### config.mk
export PLATFORM = sky130hd
export DESIGN_NAME = asr_receiver
export DESIGN_NICKNAME = d
export VERILOG_FILES = /design/src/rtl/asr_baud_gen.v /design/src/rtl/asr_fifo.v /design/src/rtl/asr_receiver.v
export VERILOG_INCLUDE_DIRS = /design/src /design/src/rtl
export SDC_FILE = /design/constraint.sdc
export NUM_CORES = 1
export LEC_CHECK = 0
export ABC_AREA = 1
export BUFFER_PORTS_ARGS = -buffer_cell sky130_fd_sc_hd__clkbuf_2
export CORE_AREA = 2 2 159 161
export DETAILED_ROUTE_END_ITERATION = 16
export DIE_AREA = 0 0 161 163
export GPL_ROUTABILITY_DRIVEN = 0
export HOLD_SLACK_MARGIN = 0.06
export SLEW_MARGIN = 10
export SYNTH_ARGS = -nofsm -noshare
export SYNTH_HDL_FRONTEND = slang
export SYNTH_SLANG_ARGS = --single-unit
### constraint.sdc
create_clock -name clk_i -period 1.8 [get_ports clk_i]
set_input_delay 0.36 -clock clk_i [delete_from_list [all_inputs] [get_ports clk_i]]
set_output_delay 0.36 -clock clk_i [all_outputs]
set_load 0.01 [all_outputs]
### src/rtl/asr_map.vh
// register offsets, field positions, reset values and timing counts of the serial receiver
// assumes: included by the receiver modules; 32-bit classic wishbone, byte addresses
`ifndef ASR_MAP_VH
`define ASR_MAP_VH

// ***************
// register offsets
// ***************
`define ASR_OFF_CTRL     8'h00
`define ASR_OFF_STATUS   8'h04
`define ASR_OFF_DATA     8'h08
`define ASR_OFF_DIV      8'h0C
`define ASR_OFF_IRQ_STAT 8'h10
`define ASR_OFF_IRQ_MASK 8'h14

// ***************
// control fields
// ***************
`define ASR_CTRL_CONTINUOUS_RECEIVE_ENABLE    0
`define ASR_CTRL_MODE    1
`define ASR_CTRL_SERIAL_PORT_ENABLE    2
`define ASR_CTRL_RX9     3
`define ASR_CTRL_RESET   4'h0

// ***************
// status fields
// ***************
`define ASR_ST_NINTH     0
`define ASR_ST_FERR      1
`define ASR_ST_OVRN      2
`define ASR_ST_AVAIL     3
`define ASR_ST_ACTIVE    4

// ***************
// interrupt fields
// ***************
`define ASR_IRQ_CHAR     0
`define ASR_IRQ_OVRN     1
`define ASR_IRQ_FERR     2
`define ASR_IRQ_W        3

// ***************
// timing
// ***************
`define ASR_OVERSAMPLE   5'h10
`define ASR_HALF_BIT     4'h7
`define ASR_FULL_BIT     4'hF
`define ASR_DIV_RESET    16'h0001
`define ASR_FIFO_DEPTH   2

`endif

### src/rtl/asr_baud_gen.v
// baud generator: one-cycle tick at sixteen times the baud rate
// assumes: divisor from software, tick every divisor+1 clocks; stopped while run is low
`timescale 1ns/1ps
module asr_baud_gen (
	// clock and reset
	input  wire        clk_i,
	input  wire        rst_i,
	// control
	input  wire        run_i,
	input  wire [15:0] divisor_i,
	// tick
	output reg         tick_o
);
	reg [15:0] count;

	always @(posedge clk_i) begin
		if (rst_i || !run_i) begin
			count  <= 16'h0000;
			tick_o <= 1'b0;
		end else if (count >= divisor_i) begin
			count  <= 16'h0000;
			tick_o <= 1'b1;
		end else begin
			count  <= count + 16'h0001;
			tick_o <= 1'b0;
		end
	end
endmodule // asr_baud_gen

### src/rtl/asr_fifo.v
// two-entry receive store: character, ninth bit and framing error travel together
// assumes: a push while full is dropped; a pop while empty is ignored
`timescale 1ns/1ps
`include "asr_map.vh"
module asr_fifo (
	// clock and reset
	input  wire        clk_i,
	input  wire        rst_i,
	input  wire        flush_i,
	// write side
	input  wire        push_i,
	input  wire [9:0]  push_data_i,
	output wire        full_o,
	// read side
	input  wire        pop_i,
	output wire [9:0]  head_o,
	output wire        empty_o
);
	reg [9:0] mem [0:`ASR_FIFO_DEPTH-1];
	reg       wr_ptr;
	reg       rd_ptr;
	reg [1:0] level;

	assign full_o  = (level == 2'h2);
	assign empty_o = (level == 2'h0);
	assign head_o  = mem[rd_ptr];

	always @(posedge clk_i) begin
		if (rst_i || flush_i) begin
			wr_ptr <= 1'b0;
			rd_ptr <= 1'b0;
			level  <= 2'h0;
		end else begin
			if (push_i && !full_o) begin
				mem[wr_ptr] <= push_data_i;
				wr_ptr      <= ~wr_ptr;
			end
			if (pop_i && !empty_o)
				rd_ptr <= ~rd_ptr;
			if ((push_i && !full_o) && !(pop_i && !empty_o))
				level <= level + 2'h1;
			else if (!(push_i && !full_o) && (pop_i && !empty_o))
				level <= level - 2'h1;
		end
	end
endmodule // asr_fifo

### src/rtl/asr_receiver.v
// asynchronous serial receiver with classic wishbone register slave
// assumes: rx pin asynchronous to clk_i; one 200 MHz clock; synchronous reset
//
// How it works
// - sixteen-times oversampling, shifter advances per bit
// - two-entry store holds finished characters
// - data read returns and removes oldest
// - receive only with enable, async mode, port on
// - falling edge in idle starts character
// - mid start bit high: drop silently
// - full bit to each centre, majority vote
// - stop bit zero sets framing error
// - finished character stored, receive flag set
// - overrun when full blocks further reception
// - eight or nine data bits supported
// - clearing either enable clears overrun, restarts
// - ninth bit enable; ninth bit separate field
//
// Added by the designer: the Wishbone slave port and the register offsets.
`timescale 1ns/1ps
`include "asr_map.vh"
module asr_receiver (
	// clock and reset
	input  wire        clk_i,
	input  wire        rst_i,
	// wishbone slave
	input  wire        cyc_i,
	input  wire        stb_i,
	input  wire        we_i,
	input  wire [7:0]  adr_i,
	input  wire [3:0]  sel_i,
	input  wire [31:0] dat_i,
	output reg  [31:0] dat_o,
	output reg         ack_o,
	// serial line
	input  wire        receive_data_pin_i,
	// interrupt
	output reg         irq_o
);
	// ***************
	// states
	// ***************
	localparam ST_IDLE  = 2'h0;
	localparam ST_START = 2'h1;
	localparam ST_DATA  = 2'h2;
	localparam ST_STOP  = 2'h3;

	// majority of three samples
	function maj3;
		input [2:0] s;
		begin
			maj3 = (s[0] & s[1]) | (s[0] & s[2]) | (s[1] & s[2]);
		end
	endfunction

	// ***************
	// registers
	// ***************
	reg [3:0]  ctrl;
	reg [15:0] divisor;
	reg [2:0]  irq_stat;
	reg [2:0]  irq_mask;
	reg        overrun;

	reg        rx_meta;
	reg        rx_sync;
	reg        rx_prev;
	reg [1:0]  state;
	reg [3:0]  tick_cnt;
	reg [3:0]  bit_cnt;
	reg [8:0]  receive_shift_reg;
	reg [1:0]  votes;

	wire continuous_receive_enable = ctrl[`ASR_CTRL_CONTINUOUS_RECEIVE_ENABLE];
	wire link_mode_sync            = ctrl[`ASR_CTRL_MODE];
	wire serial_port_enable        = ctrl[`ASR_CTRL_SERIAL_PORT_ENABLE];
	wire ninth_bit_rx_enable       = ctrl[`ASR_CTRL_RX9];
	// pin direction and analog select are handled outside this block
	wire rx_active = continuous_receive_enable && !link_mode_sync && serial_port_enable;
	wire [3:0] data_bits = ninth_bit_rx_enable ? 4'h9 : 4'h8;

	wire       tick;
	wire       fifo_full;
	wire       fifo_empty;
	wire [9:0] fifo_head;
	reg        push;
	reg  [9:0] push_data;

	wire bus_req   = cyc_i && stb_i && !ack_o;
	wire wr_ctrl   = bus_req && we_i && sel_i[0] && (adr_i == `ASR_OFF_CTRL);
	wire wr_div    = bus_req && we_i && (adr_i == `ASR_OFF_DIV);
	wire wr_istat  = bus_req && we_i && sel_i[0] && (adr_i == `ASR_OFF_IRQ_STAT);
	wire wr_imask  = bus_req && we_i && sel_i[0] && (adr_i == `ASR_OFF_IRQ_MASK);
	wire rd_data   = bus_req && !we_i && (adr_i == `ASR_OFF_DATA);

	asr_baud_gen u_baud (
		.clk_i     (clk_i),
		.rst_i     (rst_i),
		.run_i     (rx_active),
		.divisor_i (divisor),
		.tick_o    (tick)
	);

	asr_fifo u_fifo (
		.clk_i       (clk_i),
		.rst_i       (rst_i),
		.flush_i     (!rx_active),
		.push_i      (push),
		.push_data_i (push_data),
		.full_o      (fifo_full),
		.pop_i       (rd_data),
		.head_o      (fifo_head),
		.empty_o     (fifo_empty)
	);

	// ***************
	// line synchroniser
	// ***************
	always @(posedge clk_i) begin
		if (rst_i) begin
			rx_meta <= 1'b1;
			rx_sync <= 1'b1;
			rx_prev <= 1'b1;
		end else begin
			rx_meta <= receive_data_pin_i;
			rx_sync <= rx_meta;
			rx_prev <= rx_sync;
		end
	end

	// ***************
	// data recovery
	// ***************
	always @(posedge clk_i) begin
		push      <= 1'b0;
		push_data <= 10'h000;
		if (rst_i || !rx_active) begin
			state             <= ST_IDLE;
			tick_cnt          <= 4'h0;
			bit_cnt           <= 4'h0;
			receive_shift_reg <= 9'h000;
			votes             <= 2'h0;
		end else begin
			case (state)
			ST_IDLE: begin
				// overrun holds the receiver until an enable is dropped
				if (!overrun && rx_prev && !rx_sync) begin
					state    <= ST_START;
					tick_cnt <= 4'h0;
				end
			end
			ST_START: begin
				if (tick) begin
					tick_cnt <= tick_cnt + 4'h1;
					if (tick_cnt == `ASR_HALF_BIT) begin
						tick_cnt <= 4'h0;
						bit_cnt  <= 4'h0;
						if (rx_sync)
							state <= ST_IDLE;
						else
							state <= ST_DATA;
					end
				end
			end
			ST_DATA, ST_STOP: begin
				if (tick) begin
					tick_cnt <= tick_cnt + 4'h1;
					// three votes on the last three ticks, the last one at the bit centre
					if (tick_cnt == 4'hD)
						votes[1] <= rx_sync;
					if (tick_cnt == 4'hE)
						votes[0] <= rx_sync;
					if (tick_cnt == `ASR_FULL_BIT) begin
						tick_cnt <= 4'h0;
						if (state == ST_DATA) begin
							// shift right, lsb first; ninth bit lands in bit 8
							receive_shift_reg <= {maj3({votes[1], votes[0], rx_sync}),
								receive_shift_reg[8:1]};
							bit_cnt <= bit_cnt + 4'h1;
							if (bit_cnt == data_bits - 4'h1)
								state <= ST_STOP;
						end else begin
							state     <= ST_IDLE;
							push      <= 1'b1;
							push_data <= {~maj3({votes[1], votes[0], rx_sync}),
								ninth_bit_rx_enable ? receive_shift_reg
								: {1'b0, receive_shift_reg[8:1]}};
						end
					end
				end
			end
			default: state <= ST_IDLE;
			endcase
		end
	end

	// ***************
	// registers and events
	// ***************
	wire ev_char = push && !fifo_full;
	wire ev_ovrn = push && fifo_full;
	wire ev_ferr = ev_char && push_data[9];

	always @(posedge clk_i) begin
		if (rst_i) begin
			ctrl     <= `ASR_CTRL_RESET;
			divisor  <= `ASR_DIV_RESET;
			irq_mask <= 3'h0;
			irq_stat <= 3'h0;
			overrun  <= 1'b0;
			ack_o    <= 1'b0;
			dat_o    <= 32'h00000000;
			irq_o    <= 1'b0;
		end else begin
			ack_o <= bus_req;
			if (wr_ctrl)
				ctrl <= dat_i[3:0];
			if (wr_div) begin
				if (sel_i[0])
					divisor[7:0] <= dat_i[7:0];
				if (sel_i[1])
					divisor[15:8] <= dat_i[15:8];
			end
			if (wr_imask)
				irq_mask <= dat_i[2:0];
			if (!rx_active)
				overrun <= 1'b0;
			else if (ev_ovrn)
				overrun <= 1'b1;
			// set wins over write-one-to-clear
			irq_stat <= (irq_stat & ~(wr_istat ? dat_i[2:0] : 3'h0)) | {ev_ferr, ev_ovrn, ev_char};
			irq_o    <= |(irq_stat & irq_mask);
			dat_o    <= 32'h00000000;
			if (bus_req && !we_i) begin
				if (adr_i == `ASR_OFF_CTRL)
					dat_o <= {28'h0000000, ctrl};
				else if (adr_i == `ASR_OFF_STATUS)
					dat_o <= {27'h0000000, (state != ST_IDLE), !fifo_empty, overrun,
						fifo_head[9] & !fifo_empty, fifo_head[8] & !fifo_empty};
				else if (adr_i == `ASR_OFF_DATA)
					dat_o <= fifo_empty ? 32'h00000000 : {24'h000000, fifo_head[7:0]};
				else if (adr_i == `ASR_OFF_DIV)
					dat_o <= {16'h0000, divisor};
				else if (adr_i == `ASR_OFF_IRQ_STAT)
					dat_o <= {29'h00000000, irq_stat};
				else if (adr_i == `ASR_OFF_IRQ_MASK)
					dat_o <= {29'h00000000, irq_mask};
			end
		end
	end
endmodule // asr_receiver

==> results.md <==
- Pleak: 2.816 nW
- WHS Endpoint: rx_meta
- FF-to-FF path depth: 9
- Worst r2r dst: u_baud.count[1]
- Most common cell after layout, fill and taps aside: nand2_1
- Met3 Use GR: 3.769%
- Hpwl dp: 9605 um
- Vias in the first global route: 4,217
- Worst path top cell family by delay: simple AND/OR/NAND/NOR gates
- Initial antenna violation count: 2
- Final worst-path cycle share: 91.67%
- Inserted Diodes: 0
- Tmin final: 1.650 ns
- Drt total wl: 12,800 um
- Critical path data required time: 2.15 ns
- Initial Util: 22.52%
- Sequential share of power: 45.3%
- Clock Power Share: 52.4%
- CTS Sinks: 122
- CP most frequent cell: nand2_1
- Most frequent cells in the layout: nand2_1, dfxtp_1, nor2_1
- Final setup vio count: 0
- Syn-to-layout area delta: 26.08%
- Max FFs per register: 20
- WHS Path Cells: 2
- Register area: 0.002644 mm2
- Slowest-stage cell, CP: ha_1
- Max-slew violations: 0
- PnR Total Power: 0.006119 W
- Largest Register: u_fifo.mem
- Netlist Area Pre-Place: 0.005557 mm2
- Post-Syn Instances: 688
- Finished Layout Cells: 1,124
- Slowest stage delay, CP: 0.32 ns
- Met2 Usage GRT: 16.00%
- Worst path cell trace: inv_1 -> ha_1 -> nand2_1 -> nand2_1 -> nand3_1 -> nand2_1 -> a21oi_4 -> nand4_4 -> nor2_1
- Fmax: 606.0 MHz
- Clock skew: 0.009651 ns
- Unrepaired setup endpoints after global routing: no
- Crit path max fanout: 8
- Largest net degree at the start of global routing: 26
- Sw Pwr: 0.001289 W
- HP Class: in -> reg
- Cell Pwr Density: 873.5 mW/mm2
- # fillers: 2,638
- IO Count: 84
- Core Area: 0.02467 mm2
- Number of synthesized flops with an enable pin: 20
- # rows: 58
- Top Usage Layer GRT: met2
- Buf/Inv on CP: 1
- Met1 usage: 12.35%
- Vias/cell: 4.031
- Primary FF master, synth: dfxtp_1
- Worst r2r src: divisor[13]
- Clk Latency, worst-skew pair: 0.42 ns
- Max_slew headroom: 67.15%
- Max clock buf depth: 2
- Synth top area cells: dfxtp_1, edfxtp_1, nand2_1, nor2_1, inv_1
- Placed Cells: 1,091
- Share of cells above drive strength 1: 18.77%
- First-pass iteration count of the detailed router: 7
- Synth cell types: 40
- Sequential fraction of the synthesis area: 47.56%
- Wire length per cell: 11.39 um
- Remaining antenna violation count: 0
- Initial drt markers: 305
- Gr usage total: 10.00%
- H-tree levels: 4
- NumNets Final: 857
- Status: finished, final reports clean
- Core Util, Final: 28.39%
- Avg Cell Area, Syn: 8.076 um2
- Max-Cap Viols: 0
- Root Buffer: clkbuf_16
- Setup bufs post-CTS: 0
- I/O Buffers: 49
- Drc violations: 0
- First-pass GRT wire length: 20,470 um
- CP endpoint kind: flip-flop
- Ys async rst share: 0%
- WP data arrival: 2.00 ns
- Setup CP Type: reg -> reg
- Final hold violations: 0
- Synth area leader: dfxtp_1
- Combinational share of power: 2.3%
- Yosys top cell area share: 36.75%
- Die Y: 163 um
- Multi-input gate area: 0.002535 mm2
- CTS tree: built
- Yosys reg bits: 122
- Die X: 161 um
- Worst R2R Setup Slack: 0.15 ns
- Hold Startpoint: receive_data_pin_i
- YS warnings: 0
- Clock Pin Slew Worst Setup and Hold Paths: 0.05 ns
- CTS Buf Count: 17
- VDD IR max: 0.0006303 V
- GRT overflow: 0
- Slew @ Worst Pin: 0.4889 ns
- Die area: 0.02624 mm2
- Setup crit start kind: flip-flop
- P_int: 0.004830 W
- Via count: 4,531
- Switch share: 21.07%
-- metal layers --
layer  vias up  wire, um
met5         -        16
met4         2       161
met3        18       984
met2       109      5757
met1      2016      5884
li1       2386         -
-- synth_stat cells, types with 2 or more instances --
| cell | count |
|---|---|
| nand2_1 | 116 |
| dfxtp_1 | 102 |
| nor2_1 | 92 |
| inv_1 | 89 |
| a21oi_1 | 56 |
| o21ai_0 | 45 |
| nand3_1 | 39 |
| ha_1 | 26 |
| edfxtp_1 | 20 |
| buf_4 | 16 |
| nor3_1 | 15 |
| xor2_1 | 13 |
| mux2i_1 | 6 |
| clkbuf_1 | 5 |
| xnor2_1 | 5 |
| nor2_2 | 4 |
| o22ai_1 | 4 |
| inv_2 | 3 |
| nand2_4 | 3 |
| nand4_1 | 3 |
| buf_2 | 2 |
| buf_6 | 2 |
| nor2_4 | 2 |
| o211ai_1 | 2 |
| o21a_1 | 2 |
| or2_2 | 2 |
-- how the worst max path moves through the flow --
stage | end | startpoint | depth (start not counted) | slack, ns
global route | u_fifo.level[1] | u_fifo.level[1] | 8 | 0.0004
CTS | bit_cnt[2] | state[0] | 10 | 0.03
detailed placement | u_fifo.level[1] | adr_i[7] | 10 | -0.16
global placement | u_fifo.level[1] | adr_i[7] | 10 | -0.17
floorplan | u_fifo.level[1] | adr_i[7] | 9 | 0.07
finish | u_baud.count[1] | divisor[13] | 9 | 0.15
-- power by group through the flow --
stage | registers, W | clock network, W | logic, W
2_1_floorplan | 0.00283 | 0 | 0.0000883
3_3_place_gp | 0.00283 | 0 | 0.000137
3_5_place_dp | 0.00283 | 0 | 0.000137
4_1_cts | 0.00277 | 0.00328 | 0.000138
5_1_grt | 0.00277 | 0.00343 | 0.000158
6_report | 0.00277 | 0.00321 | 0.000142
-- final cells by class --
type                       instances  area share [%]
sequential                       122           37.74
multi-input combinational        463           36.19
timing repair buffer              83           7.144
clock buffer                      18           6.126
tap                              330           5.894
inverter                          94           5.054
clock inverter                    14           1.857
-- per-stage QoR --
step	setup slack, ns	hold WS [ns]	cell area, um2	setup TNS (ns)
3_5_place_dp	-0.1564	0.4011	6360	-0.9391
3_3_place_gp	-0.1732	0.3915	6360	-0.1839
6_report	0.1500	0.1242	7005	0
4_1_cts	0.02589	0.1086	6932	0
2_1_floorplan	0.07006	0.3895	5618	0
5_1_grt	0.0004221	0.1155	7005	0
-- logic make-up (layout without fill, tap and decap cells) --
logic type	Yosys count	count (layout)	synth area share [%]
other cells	1	16	0.06749
fa+ha+maj	26	26	5.855
compound gates	114	114	10.88
buf+inv	119	209	9.457
simple gates	282	283	22.27
xor+xnor	18	18	2.837
mux	6	6	1.081
flops	122	122	47.56
-- repair_timing --
action                                 4_1_cts  5_1_grt
hold buffers                                 0        0
setup endpoints to repair                   16       41
pin swaps                                    0        1
endpoints found under the hold margin        0        0
resized for setup                            2       17
cloned                                       0        1
(Power assumes the default switching activity.)
